==> config.mk <==
export PLATFORM = sky130hd
export DESIGN_NAME = pmic_rail_sequence_control
export DESIGN_NICKNAME = d
export VERILOG_FILES = /design/src/verilog/pmic_seq_pkg.sv /design/src/verilog/pin_sync.sv /design/src/verilog/rail_step_timer.sv /design/src/verilog/pmic_rail_sequence_control.sv
export VERILOG_INCLUDE_DIRS = /design/src /design/src/verilog
export SDC_FILE = /design/constraint.sdc
export NUM_CORES = 1
export LEC_CHECK = 0
export ABC_CLOCK_PERIOD_IN_PS = 2400
export BUFFER_PORTS_ARGS = -buffer_cell sky130_fd_sc_hd__buf_4
export CAP_MARGIN = 0
export CORE_UTILIZATION = 45
export CTS_CLUSTER_SIZE = 10
export DETAILED_ROUTE_END_ITERATION = 7
export GPL_TIMING_DRIVEN = 0
export HOLD_SLACK_MARGIN = 0.08
export MAX_ROUTING_LAYER = met4
export SYNTH_ARGS = -nofsm -noshare
export SYNTH_HDL_FRONTEND = slang
export SYNTH_SLANG_ARGS = --single-unit
export TNS_END_PERCENT = 50
==> constraint.sdc <==
create_clock -name mclk -period 2.4 [get_ports mclk]
set_input_delay 0.48 -clock mclk [delete_from_list [all_inputs] [get_ports mclk]]
set_output_delay 0.48 -clock mclk [all_outputs]
set_load 0.01 [all_outputs]
==> src/verilog/pmic_seq_params.svh <==
// Purpose: named constants of the rail sequencing and control block
// Assumes: included by bare name from the package and the design files
// Notes:   offsets are byte addresses of the plain 8-bit register port
`ifndef PMIC_SEQ_PARAMS_SVH
`define PMIC_SEQ_PARAMS_SVH

// register offsets
`define REG_BUCK_CTRL_BASE 8'h00
`define REG_LINEAR_CTRL 8'h06
`define REG_SHARED_LIN_SW 8'h07
`define REG_SHARED_SW_LIN 8'h08
`define REG_RAIL_STATUS 8'h09
`define REG_PGOOD_STATUS 8'h0A
`define REG_RANGE_STATUS 8'h0B

// field positions
`define BUCK_MODE_BIT 7
`define BUCK_CODE_MSB 6
`define LIN_TWO_BIT 0
`define LIN_THREE_BIT 1
`define GPO_THREE_BIT 2
`define GPO_FOUR_BIT 3
`define SHARED_EN_BIT 0

// widths and counts
`define CODE_WIDTH 7
`define BUCK_COUNT 6
`define DATA_WIDTH 8
`define ADDR_WIDTH 8

// reset values
`define RESET_BUCK_CODE 7'h3C
`define RESET_STEP_RANGE 6'h3E
`define RESET_REG_BYTE 8'h00

// timing
`define STEP_DELAY_MS 4
`define MCLK_KHZ 100_000

`endif

==> src/verilog/pmic_seq_pkg.sv <==
// Purpose: shared types of the rail sequencing and control block
// Assumes: constants come from pmic_seq_params.svh
// Notes:   holds types only
`include "pmic_seq_params.svh"

package pmic_seq_pkg;
    typedef logic [`CODE_WIDTH-1:0] vcode_t;
    typedef logic [`DATA_WIDTH-1:0] reg_byte_t;
    typedef logic [`ADDR_WIDTH-1:0] reg_addr_t;
    typedef enum logic [1:0] {
        STEP_OFF = 2'b00,
        STEP_WAIT_ON = 2'b01,
        STEP_ON = 2'b10,
        STEP_WAIT_OFF = 2'b11
    } step_state_t;
endpackage : pmic_seq_pkg

==> src/verilog/pin_sync.sv <==
// Purpose: two-flop synchroniser bank for pin level inputs
// Assumes: inputs are slow levels from outside the mclk domain
// Notes:   the first stage feeds only the second stage
`timescale 1ns/1ns
`default_nettype none

module pin_sync #(
    parameter int WIDTH = 1
) (
    // clock and reset
    input wire logic mclk,
    input wire logic rst_n,
    input wire logic clk_en,
    // levels
    input wire logic [WIDTH-1:0] async_in,
    output logic [WIDTH-1:0] sync_out
);
    logic [WIDTH-1:0] meta_reg;

    // two stages; clearing to zero reads every pin as low at reset
    always_ff @(posedge mclk or negedge rst_n) begin
        if (!rst_n) begin
            meta_reg <= '0;
            sync_out <= '0;
        end else if (clk_en) begin
            meta_reg <= async_in;
            sync_out <= meta_reg;
        end
    end
endmodule : pin_sync

`default_nettype wire

==> src/verilog/rail_step_timer.sv <==
// Purpose: one sequencing step: enable follows a term, optionally delayed
// Assumes: term is a synchronous level on mclk
// Notes:   delayed steps wait the same count on the way up and down
`timescale 1ns/1ns
`default_nettype none

module rail_step_timer
    import pmic_seq_pkg::*;
#(
    parameter int DELAY_CYCLES = 400_000,
    parameter bit DELAYED = 1'b1
) (
    // clock and reset
    input wire logic mclk,
    input wire logic rst_n,
    input wire logic clk_en,
    // sequence term and resulting enable
    input wire logic term,
    output logic enable
);
    localparam int CW = $clog2(DELAY_CYCLES + 1);
    localparam logic [CW-1:0] LAST = CW'(DELAY_CYCLES - 1);

    step_state_t state_reg, state_next;
    logic [CW-1:0] count_reg;
    wire logic count_done = (count_reg == LAST);
    wire logic waiting = (state_reg == STEP_WAIT_ON) ||
                         (state_reg == STEP_WAIT_OFF);

    // term is looked at every cycle, never latched
    always_comb begin
        state_next = state_reg;
        case (state_reg)
            STEP_OFF: begin
                if (term) begin
                    state_next = DELAYED ? STEP_WAIT_ON : STEP_ON;
                end
            end
            STEP_WAIT_ON: begin
                if (!term) begin
                    state_next = STEP_OFF;
                end else if (count_done) begin
                    state_next = STEP_ON;
                end
            end
            STEP_ON: begin
                if (!term) begin
                    state_next = DELAYED ? STEP_WAIT_OFF : STEP_OFF;
                end
            end
            STEP_WAIT_OFF: begin
                if (term) begin
                    state_next = STEP_ON;
                end else if (count_done) begin
                    state_next = STEP_OFF;
                end
            end
            default: state_next = STEP_OFF;
        endcase
    end

    // counter restarts on every state change
    always_ff @(posedge mclk or negedge rst_n) begin
        if (!rst_n) begin
            state_reg <= STEP_OFF;
            count_reg <= '0;
        end else if (clk_en) begin
            state_reg <= state_next;
            count_reg <= (waiting && state_next == state_reg) ?
                         count_reg + CW'(1) : '0;
        end
    end

    assign enable = (state_reg == STEP_ON) || (state_reg == STEP_WAIT_OFF);
endmodule : rail_step_timer

`default_nettype wire

==> src/verilog/pmic_rail_sequence_control.sv <==
// Purpose: rail and output enable sequencing with a small register file
// Assumes: one mclk domain at 100 MHz; pins arrive asynchronously
// Notes:   regulator analog behaviour and voltage tables live elsewhere
//
// How it works
// [RQ1] rails and outputs enable from control levels and other rails' good
// [RQ2] both control inputs low together run both shutdowns at once
// [RQ3] input one falling first drops outputs one, two, then chained bucks
// [RQ4] a chained buck's delay starts only once the earlier buck is off
// [RQ5] host should not drop input one before input two
// [RQ6] input four enables switches a1 and b1, input five switch b2
// [RQ7] linear rails two and three follow register writes only
// [RQ8] the two shared register sets drive linear rail one and switch b2
// [RQ9] each buck has a force-pwm bit, clear means automatic mode
// [RQ10] every buck starts at its factory default voltage code
// [RQ11] voltage codes accept writes any time, rail on or off
// [RQ12] step range per rail is fixed at build time, not writable
// [RQ13] codes are seven bits, zero means zero volts
// [RQ14] a buck enable follows its term continuously, never latched
`timescale 1ns/1ns
`default_nettype none

`include "pmic_seq_params.svh"

module pmic_rail_sequence_control #(
    parameter int STEP_DELAY_CYCLES = `STEP_DELAY_MS * `MCLK_KHZ,
    parameter logic [`BUCK_COUNT*`CODE_WIDTH-1:0] DEFAULT_CODES =
        {`BUCK_COUNT{`RESET_BUCK_CODE}},
    parameter logic [`BUCK_COUNT-1:0] STEP_RANGE_25MV = `RESET_STEP_RANGE
) (
    // clock, reset, enable
    input wire logic mclk,
    input wire logic rst_n,
    input wire logic clk_en,
    // control pins
    input wire logic control_input_one,
    input wire logic control_input_two,
    input wire logic control_input_four,
    input wire logic control_input_five,
    // power-good levels of the six bucks
    input wire logic [`BUCK_COUNT-1:0] buck_pgood,
    // register port
    input wire pmic_seq_pkg::reg_addr_t reg_addr,
    input wire pmic_seq_pkg::reg_byte_t reg_wdata,
    input wire logic reg_wr,
    input wire logic reg_rd,
    output pmic_seq_pkg::reg_byte_t reg_rdata,
    // buck controls
    output logic [`BUCK_COUNT-1:0] buck_enable,
    output logic [`BUCK_COUNT-1:0] buck_pwm_force_bit,
    output logic [`BUCK_COUNT*`CODE_WIDTH-1:0] buck_vcode,
    output logic [`BUCK_COUNT-1:0] buck_step_25mv,
    // linear rails and load switches
    output logic linear_rail_one_en,
    output logic linear_rail_two_en,
    output logic linear_rail_three_en,
    output logic load_switch_a_one_en,
    output logic load_switch_b_one_en,
    output logic load_switch_b_two_en,
    // open-drain general outputs, index 0 is general_output_one
    output logic [3:0] general_output_o,
    output logic [3:0] general_output_oe
);
    import pmic_seq_pkg::*;

    ////////////////////////////////////////////////////////////////////////
    // helpers

    // a zero code means zero volts, so the rail is held off
    function automatic logic code_live(input vcode_t code);
        code_live = (code != '0); // [RQ13]
    endfunction : code_live

    // write strobe decode shared by every writable register
    function automatic logic wr_hit(input logic wr, input reg_addr_t a,
                                    input reg_addr_t off);
        wr_hit = wr && (a == off);
    endfunction : wr_hit

    ////////////////////////////////////////////////////////////////////////
    // pin synchronisers

    localparam int PIN_W = 4 + `BUCK_COUNT;

    logic [PIN_W-1:0] pins_sync;

    pin_sync #(
        .WIDTH(PIN_W)
    ) u_pin_sync (
        .mclk(mclk),
        .rst_n(rst_n),
        .clk_en(clk_en),
        .async_in({buck_pgood, control_input_five, control_input_four,
                   control_input_two, control_input_one}),
        .sync_out(pins_sync)
    );

    wire logic ctl_one_s = pins_sync[0];
    wire logic ctl_two_s = pins_sync[1];
    wire logic ctl_four_s = pins_sync[2];
    wire logic ctl_five_s = pins_sync[3];
    wire logic [`BUCK_COUNT-1:0] pg_s = pins_sync[PIN_W-1:4];

    ////////////////////////////////////////////////////////////////////////
    // registers

    vcode_t code_reg [`BUCK_COUNT];
    logic [`BUCK_COUNT-1:0] mode_reg;
    reg_byte_t linear_ctrl_reg;
    logic shared_lin_sw_reg;
    logic shared_sw_lin_reg;

    // writes land whenever addressed; rail state does not gate them
    always_ff @(posedge mclk or negedge rst_n) begin
        if (!rst_n) begin
            for (int i = 0; i < `BUCK_COUNT; i++) begin // [RQ10]
                code_reg[i] <= DEFAULT_CODES[i*`CODE_WIDTH +: `CODE_WIDTH];
            end
            mode_reg <= '0; // [RQ9]
        end else if (clk_en) begin
            for (int i = 0; i < `BUCK_COUNT; i++) begin
                if (wr_hit(reg_wr, reg_addr,
                           `REG_BUCK_CTRL_BASE + `ADDR_WIDTH'(i))) begin
                    code_reg[i] <= reg_wdata[`BUCK_CODE_MSB:0]; // [RQ11]
                    mode_reg[i] <= reg_wdata[`BUCK_MODE_BIT]; // [RQ9]
                end
            end
        end
    end

    // linear rail and open-drain bits; no pin reaches these
    always_ff @(posedge mclk or negedge rst_n) begin
        if (!rst_n) begin
            linear_ctrl_reg <= `RESET_REG_BYTE;
            shared_lin_sw_reg <= 1'b0;
            shared_sw_lin_reg <= 1'b0;
        end else if (clk_en) begin
            if (wr_hit(reg_wr, reg_addr, `REG_LINEAR_CTRL)) begin
                linear_ctrl_reg <= reg_wdata; // [RQ7]
            end
            if (wr_hit(reg_wr, reg_addr, `REG_SHARED_LIN_SW)) begin
                shared_lin_sw_reg <= reg_wdata[`SHARED_EN_BIT]; // [RQ8]
            end
            if (wr_hit(reg_wr, reg_addr, `REG_SHARED_SW_LIN)) begin
                shared_sw_lin_reg <= reg_wdata[`SHARED_EN_BIT]; // [RQ8]
            end
        end
    end

    ////////////////////////////////////////////////////////////////////////
    // sequence terms

    logic [`BUCK_COUNT-1:0] step_en;
    logic [`BUCK_COUNT-1:0] step_term;

    // chain one: input one, then each buck on the previous buck's good.
    // using the previous step's enable as well as its good means a
    // chained buck only starts its off delay once its parent is off.
    assign step_term[0] = ctl_one_s; // [RQ1]
    assign step_term[1] = step_en[0] && pg_s[0]; // [RQ1] [RQ4]
    assign step_term[2] = step_en[1] && pg_s[1]; // [RQ1] [RQ4]
    // chain two: input two gates every step, so dropping it stops them
    // all directly, in parallel with whatever chain one is doing
    assign step_term[3] = ctl_two_s && step_en[2] && pg_s[2]; // [RQ2]
    assign step_term[4] = ctl_two_s && step_en[3] && pg_s[3]; // [RQ2]
    assign step_term[5] = ctl_two_s && step_en[4] && pg_s[4]; // [RQ2]

    // only the first step follows a pin alone; good-triggered steps are delayed
    for (genvar g = 0; g < `BUCK_COUNT; g++) begin : g_step
        rail_step_timer #(
            .DELAY_CYCLES(STEP_DELAY_CYCLES),
            .DELAYED(g != 0)
        ) u_step (
            .mclk(mclk),
            .rst_n(rst_n),
            .clk_en(clk_en),
            .term(step_term[g]), // [RQ14]
            .enable(step_en[g])
        );
    end

    // outputs one and two need input one too, so its early fall drops
    // them at once while the bucks unwind one delay at a time
    wire logic gpo_one_up = ctl_one_s && step_en[2] && pg_s[2]; // [RQ3]
    wire logic gpo_two_up = ctl_one_s && step_en[5] && pg_s[5]; // [RQ3]

    ////////////////////////////////////////////////////////////////////////
    // output flops

    logic [`BUCK_COUNT-1:0] code_ok;
    logic [`BUCK_COUNT*`CODE_WIDTH-1:0] code_flat;

    always_comb begin
        for (int i = 0; i < `BUCK_COUNT; i++) begin
            code_ok[i] = code_live(code_reg[i]);
            code_flat[i*`CODE_WIDTH +: `CODE_WIDTH] = code_reg[i];
        end
    end

    // every output is a flop; the extra cycle is immaterial next to
    // millisecond sequencing steps
    always_ff @(posedge mclk or negedge rst_n) begin
        if (!rst_n) begin
            buck_enable <= '0;
            buck_pwm_force_bit <= '0;
            buck_vcode <= '0;
            buck_step_25mv <= '0;
        end else if (clk_en) begin
            buck_enable <= step_en & code_ok; // [RQ1] [RQ13]
            buck_pwm_force_bit <= mode_reg; // [RQ9]
            buck_vcode <= code_flat; // [RQ11]
            buck_step_25mv <= STEP_RANGE_25MV; // [RQ12]
        end
    end

    // linear rails, switches and open-drain outputs
    always_ff @(posedge mclk or negedge rst_n) begin
        if (!rst_n) begin
            linear_rail_one_en <= 1'b0;
            linear_rail_two_en <= 1'b0;
            linear_rail_three_en <= 1'b0;
            load_switch_a_one_en <= 1'b0;
            load_switch_b_one_en <= 1'b0;
            load_switch_b_two_en <= 1'b0;
            general_output_o <= '0;
            general_output_oe <= '1;
        end else if (clk_en) begin
            linear_rail_one_en <= shared_lin_sw_reg; // [RQ8]
            linear_rail_two_en <= linear_ctrl_reg[`LIN_TWO_BIT]; // [RQ7]
            linear_rail_three_en <= linear_ctrl_reg[`LIN_THREE_BIT]; // [RQ7]
            load_switch_a_one_en <= ctl_four_s; // [RQ6]
            load_switch_b_one_en <= ctl_four_s; // [RQ6]
            load_switch_b_two_en <= ctl_five_s || shared_sw_lin_reg; // [RQ6]
            general_output_o <= '0;
            // open drain: drive low unless the output is released high
            general_output_oe <= ~{linear_ctrl_reg[`GPO_FOUR_BIT],
                                   linear_ctrl_reg[`GPO_THREE_BIT],
                                   gpo_two_up, gpo_one_up}; // [RQ3]
        end
    end

    ////////////////////////////////////////////////////////////////////////
    // read path

    logic [`BUCK_COUNT-1:0] buck_hit;
    reg_byte_t buck_rd;

    // buck window decode, shared bus so at most one match
    always_comb begin
        buck_rd = '0;
        for (int i = 0; i < `BUCK_COUNT; i++) begin
            buck_hit[i] = (reg_addr == `REG_BUCK_CTRL_BASE + `ADDR_WIDTH'(i));
            if (buck_hit[i]) begin
                buck_rd = {mode_reg[i], code_reg[i]};
            end
        end
    end

    wire reg_byte_t rd_mux =
        (|buck_hit) ? buck_rd :
        (reg_addr == `REG_LINEAR_CTRL) ? linear_ctrl_reg :
        (reg_addr == `REG_SHARED_LIN_SW) ?
            reg_byte_t'(shared_lin_sw_reg) :
        (reg_addr == `REG_SHARED_SW_LIN) ?
            reg_byte_t'(shared_sw_lin_reg) :
        (reg_addr == `REG_RAIL_STATUS) ? reg_byte_t'(step_en) :
        (reg_addr == `REG_PGOOD_STATUS) ? reg_byte_t'(pg_s) :
        (reg_addr == `REG_RANGE_STATUS) ?
            reg_byte_t'(STEP_RANGE_25MV) : // [RQ12]
        `RESET_REG_BYTE; // unmapped reads as zero

    // read data stands one cycle after the strobe, zero otherwise
    always_ff @(posedge mclk or negedge rst_n) begin
        if (!rst_n) begin
            reg_rdata <= `RESET_REG_BYTE;
        end else if (clk_en) begin
            reg_rdata <= reg_rd ? rd_mux : `RESET_REG_BYTE;
        end
    end
endmodule : pmic_rail_sequence_control

`default_nettype wire

==> impl_metrics.json, run 1 <==
{
  "slew_violations": 0,
  "layout.nets": 1335,
  "insertedDiodeCount": 0,
  "post-route-drc-count": 0,
  "htreeDepth": 2,
  "hp-class": "primary input to flop",
  "worst_slew_pin_slew_ns": 0.917,
  "met2_usage": 0.362,
  "ys_top_cells_by_area": "dfrtp_1, mux2_2, dfstp_2",
  "die_h_um": 173,
  "grt_remaining_overflow": 0,
  "gr-max-usage-layer": "met2",
  "grt_use_total": 0.232,
  "max-cap-violations": 0,
  "grt_start_max_net_pins": 109,
  "slew_headroom": 0.383,
  "end_kind": "flop",
  "grt_pass1_vias": 9441,
  "cellLeakagePower_nw": 7.13,
  "num_io_pins": 113,
  "cp_max_fo": 10,
  "final_layout_size_suffix_gt1_frac": 0.290,
  "crit_type": "flop to flop",
  "start_kind": "flop",
  "via_count": 9443,
  "largest_reg_flops": 114,
  "final_util": 0.541,
  "use_met1": 0.315,
  "viasPerCell": 5.54,
  "finClkSkew_ns": 0.0133,
  "cts_made_buffers": 34,
  "antenna_left": 0,
  "grt_first_pass_wirelength_mm": 53.3,
  "die_w_um": 173,
  "antenna_found_initial": 0,
  "synth_edf_count": 0,
  "gp_congestion": 0.835,
  "avgSynthCellArea_um2": 11.4,
  "cts_buffer_depth": 3,
  "area_delta_synth_final_pct": 18.4,
  "ir_worst_vdd_v": 0.000501,
  "hpwl_mm": 23.1,
  "hold_viol": 0,
  "cts_sinks": 276,
  "yosys.area.top_type_share": 0.474,
  "ys_seq_area_frac": 0.530,
  "drt_wl_total_mm": 32.8,
  "use_met3": 0.0376,
  "core_area_um2": 28600,
  "syn_area_um2": 13100,
  "drt_pass1_iterations": 5,
  "required_ns": 2.82,
  "async_reset_ff_frac": 1.00,
  "finalSetupViolCount": 0,
  "wire_per_inst_um": 19.2,
  "period_needed_ns": 2.29,
  "worstPathArrival_ns": 2.71,
  "synth-seq-cells": 276,
  "ctsRootBufferMaster": "clkbuf_16",
  "port_buffers": 104,
  "rows": 62,
  "netlist_instances": 1149,
  "worst_skew_pair.late_latency_ns": 0.51,
  "holdWs_ns": 0.205,
  "yosysWarningCount": 0,
  "p_per_area_nw_per_um2": 691,
  "finalCritPeriodShare": 0.955,
  "status": "complete, no violations",
  "initial_core_util": 0.457,
  "cts_tree": "done",
  "synth_area_leader_cell": "dfrtp_1",
  "clk_pin_slew_ns": 0.05,
  "die_area_um2": 29800,
  "total_power_mw": 10.7,
  "synth_ff_type": "dfrtp_1",
  "rsz0062_at_grt": "yes",
  "max_freq_ghz": 0.436,
  "first_iter_violations": 584,
  "yosysUniqueCellTypes": 71
}
[where the power goes]
part / internal, mW / switching [mW]
Clock: 2.77 / 1.91
Sequential: 4.87 / 0.212
Combinational: 0.405 / 0.535
[routing by layer]
metal,vias up,wire length [um]
met4,0,684
li1,4445,-
met5,-,0
met1,4727,15100
met2,225,15500
met3,46,1500
[area by class of cell]
type | instances | area (um^2)
buffer | 56 | 309
clock buffer | 56 | 975
clock inverter | 3 | 37.5
fill | 2538 | 13100
inverter | 29 | 109
multi-input combinational | 791 | 5770
sequential | 276 | 6940
tap | 384 | 480
timing repair buffer | 110 | 876
[cell families after synthesis]
logic type               Yosys count  synth area share
AND/OR/NAND/NOR                  406             0.164
flip-flops                       276             0.530
multiplexers                     157             0.143
AO/OA/AOI/OAI                    141            0.0737
buffers and inverters             86            0.0319
XOR/XNOR                          76            0.0508
adder cells (fa/ha/maj)            6           0.00573
other                              1          0.000286
[metrics by stage]
step / cell area [um^2] / setup WS (ns) / setup TNS (ns) / std cells
3_3_place_gp: 14400 / -1.61 / -513.25 / 1641
2_1_floorplan: 13100 / 0.296 / 0 / 1153
3_5_place_dp: 14400 / -1.05 / -106.26 / 1643
4_1_cts: 15500 / 0.0573 / 0 / 1703
6_report: 15500 / 0.109 / 0 / 1705
5_1_grt: 15500 / -0.0216 / -0.0216 / 1705
[what timing repair did]
action | in CTS | in global routing
gates resized for setup | 3 | 6
endpoints found under the setup margin | 115 | 37
buffers inserted | 0 | 3
pin swaps | 0 | 1
endpoints found under the hold margin | 69 | 0
hold buffers | 1 | 0
gates cloned | 0 | 0
[worst max-delay path, stage by stage, from the launching register on]
cell and delay, ns:
dfrtp_1 0.41, ha_1 0.25, and3_1 0.23, nand2_1 0.11, o2111a_1 0.42, clkbuf_1 0.48, nand2_1 0.10, a31oi_1 0.20
[synth_stat cells (all sizes together) (7+ instances only)]
master,count
nor2,106
dfrtp,248
mux4,8
a22o,10
a21o,10
and3,25
mux2,139
o32ai,7
nor3,26
o21ai,36
o22ai,9
a21oi,20
nand2,78
nor4,13
and4,8
a31oi,11
xor2,47
nand4,40
inv,29
buf,43
dfstp,28
clkbuf,14
mux2i,10
nand3,52
xnor2,29
or4,8
[path summary, 6_finish.rpt]
check	startpoint	end	slack, ns	cells past startpoint
hold / removal	control_input_four	u_pin_sync.meta_reg[2]$_DFFE_PN0P_	0.20	2
setup reg to reg	g_step[0].u_step.count_reg[0]$_DFFE_PN0P_	g_step[0].u_step.count_reg[11]$_DFFE_PN0P_	0.11	7
min in group asynchronous	rst_n	g_step[0].u_step.count_reg[14]$_DFFE_PN0P_	0.55	2
max in group asynchronous	rst_n	code_flat[10]$_DFFE_PN1P_	0.50	4
hold reg to reg	linear_ctrl_reg[2]$_DFFE_PN0P_	general_output_oe[2]$_DFFE_PN1P_	0.47	1
setup / recovery	g_step[0].u_step.count_reg[0]$_DFFE_PN0P_	g_step[0].u_step.count_reg[11]$_DFFE_PN0P_	0.11	7
[cells in the final DEF, fill, tap and decap left out, drive strengths merged, types with 36 or more instances in the layout]
cell type    n
nand4       40
buf        152
clkbuf      69
nand2       78
dfrtp      248
nor2       106
xor2        47
o21ai       36
nand3       52
mux2       139
No activity file was read; power rests on OpenSTA's default activity.
==> inputs of run 2 (changes only) <==
--- a/config.mk
+++ b/config.mk
@@ -7,14 +7,15 @@
 export NUM_CORES = 1
 export LEC_CHECK = 0
 export ABC_CLOCK_PERIOD_IN_PS = 2400
-export BUFFER_PORTS_ARGS = -buffer_cell sky130_fd_sc_hd__buf_4
 export CAP_MARGIN = 0
 export CORE_UTILIZATION = 45
 export CTS_CLUSTER_SIZE = 10
 export DETAILED_ROUTE_END_ITERATION = 7
+export DONT_BUFFER_PORTS = 1
 export GPL_TIMING_DRIVEN = 0
 export HOLD_SLACK_MARGIN = 0.08
 export MAX_ROUTING_LAYER = met4
+export REMOVE_ABC_BUFFERS = 1
 export SYNTH_ARGS = -nofsm -noshare
 export SYNTH_HDL_FRONTEND = slang
 export SYNTH_SLANG_ARGS = --single-unit
==> impl_metrics.json, run 2 (synthesis gave the netlist of run 1 again) <==
{
  "status": "finished, violations left",
  "violations": "negative hold slack",
  "area_delta_synth_final_pct": 9.32,
  "insertedDiodeCount": 0,
  "period_needed_ns": 2.27,
  "cellLeakagePower_nw": 6.36,
  "grt_first_pass_wirelength_mm": 48.0,
  "finClkSkew_ns": 0.0109,
  "layout.nets": 1172,
  "initial_core_util": 0.457,
  "grt_pass1_vias": 8587,
  "final_common_cell": "dfrtp_1",
  "hp-class": "primary input to async pin",
  "slew_headroom": 0.300,
  "final_util": 0.500,
  "end_kind": "flop",
  "rsz0062_at_grt": "no",
  "post-route-drc-count": 0,
  "largest_reg_flops": 114,
  "tns_ns": 0,
  "total_power_mw": 10.3,
  "port_buffers": 0,
  "setup_slack_ns": 0.131,
  "cp_max_fo": 14,
  "cts_made_buffers": 34,
  "p_per_area_nw_per_um2": 719,
  "grt_use_total": 0.207,
  "rows": 62,
  "start_kind": "primary input",
  "htreeDepth": 2,
  "max-cap-violations": 0,
  "via_count": 8790,
  "hold_viol": 249,
  "finalCritPeriodShare": 0.945,
  "viasPerCell": 5.71,
  "worst_slew_pin_slew_ns": 1.05,
  "wire_per_inst_um": 19.2,
  "grt_start_max_net_pins": 277,
  "holdWs_ns": -0.336,
  "cts_hold_buf": 2,
  "clk_pin_slew_ns": 0.05,
  "worst_skew_pair.late_latency_ns": 0.51,
  "first_iter_violations": 628,
  "antenna_left": 0,
  "final_cell_mix": "dfrtp_1, mux2_2, nor2_1, nand2_1, nand3_1",
  "ctsRootBufferMaster": "clkbuf_16",
  "crit_type": "primary input to flop",
  "ir_worst_vdd_v": 0.000501,
  "required_ns": 2.80,
  "core_area_um2": 28600,
  "die_w_um": 173,
  "final_layout_size_suffix_gt1_frac": 0.206,
  "drt_wl_total_mm": 29.5,
  "gp_congestion": 0.795,
  "slew_violations": 0,
  "num_io_pins": 113,
  "max_freq_ghz": 0.441,
  "drt_pass1_iterations": 5,
  "worstPathArrival_ns": 2.66,
  "hpwl_mm": 18.4,
  "antenna_found_initial": 0,
  "die_h_um": 173,
  "cts_buffer_depth": 3,
  "cts_tree": "done",
  "dp_slack_ns": -0.349,
  "fill_cells": 2578,
  "finalSetupViolCount": 0,
  "cts_sinks": 276,
  "die_area_um2": 29800,
  "grt_remaining_overflow": 0
}
-- run 2: metal layers --
layer	GRT usage	routed length (um)	vias to the layer above
met4	0.0696	719	0
li1	-	-	4127
met1	0.284	13600	4411
met2	0.302	13400	200
met3	0.0468	1890	52
met5	-	0	-
-- run 2: worst max-delay path, cell delays in order --
cell and delay [ns]:
nor4_2 0.40, nand2b_1 0.51, nor4_4 0.85, mux2_2 0.41
-- run 2: per-stage QoR --
step | instances | instance area, um^2
6_report | 1540 | 14300
4_1_cts | 1539 | 14300
5_1_grt | 1540 | 14300
2_1_floorplan | 1096 | 12800
3_5_place_dp | 1480 | 13300
3_3_place_gp | 1480 | 13300
-- run 2: cell type report --
type / instances / area, um^2 / share of cell area
sequential: 276 / 6940 / 0.485
tap: 384 / 480 / 0.0336
clock buffer: 53 / 953 / 0.0666
inverter: 29 / 109 / 0.00761
multi-input combinational: 791 / 5760 / 0.402
timing repair buffer: 3 / 27.5 / 0.00192
clock inverter: 4 / 42.5 / 0.00297
-- run 2: timing repair --
item | CTS | global route
gates resized for setup | 2 | 4
hold endpoints to repair | 281 | 276
pin swaps | 0 | 2
buffers inserted | 0 | 1
setup endpoints to repair | 18 | 29
-- run 2: final timing paths --
check,startpoint,end,slack (ns),cells after the start
setup / recovery,reg_addr[5],code_flat[13]$_DFFE_PN0P_,0.13,4
hold / removal,rst_n,buck_vcode[40]$_DFFE_PN0P_,-0.34,0
setup reg to reg,g_step[5].u_step.count_reg[0]$_DFFE_PN0P_,g_step[5].u_step.count_reg[7]$_DFFE_PN0P_,0.18,6
hold reg to reg,linear_ctrl_reg[3]$_DFFE_PN0P_,general_output_oe[3]$_DFFE_PN1P_,0.49,1
max in group asynchronous,rst_n,g_step[0].u_step.count_reg[1]$_DFFE_PN0P_,2.04,0
min in group mclk,reg_wdata[2],code_flat[23]$_DFFE_PN1P_,0.11,1
-- run 2: power by group --
group	internal [mW]	total, mW	leakage, nW	switching [mW]
logic	0.262	0.514	2.24	0.252
registers	4.87	5.13	3.64	0.255
clock network	2.73	4.65	0.480	1.91
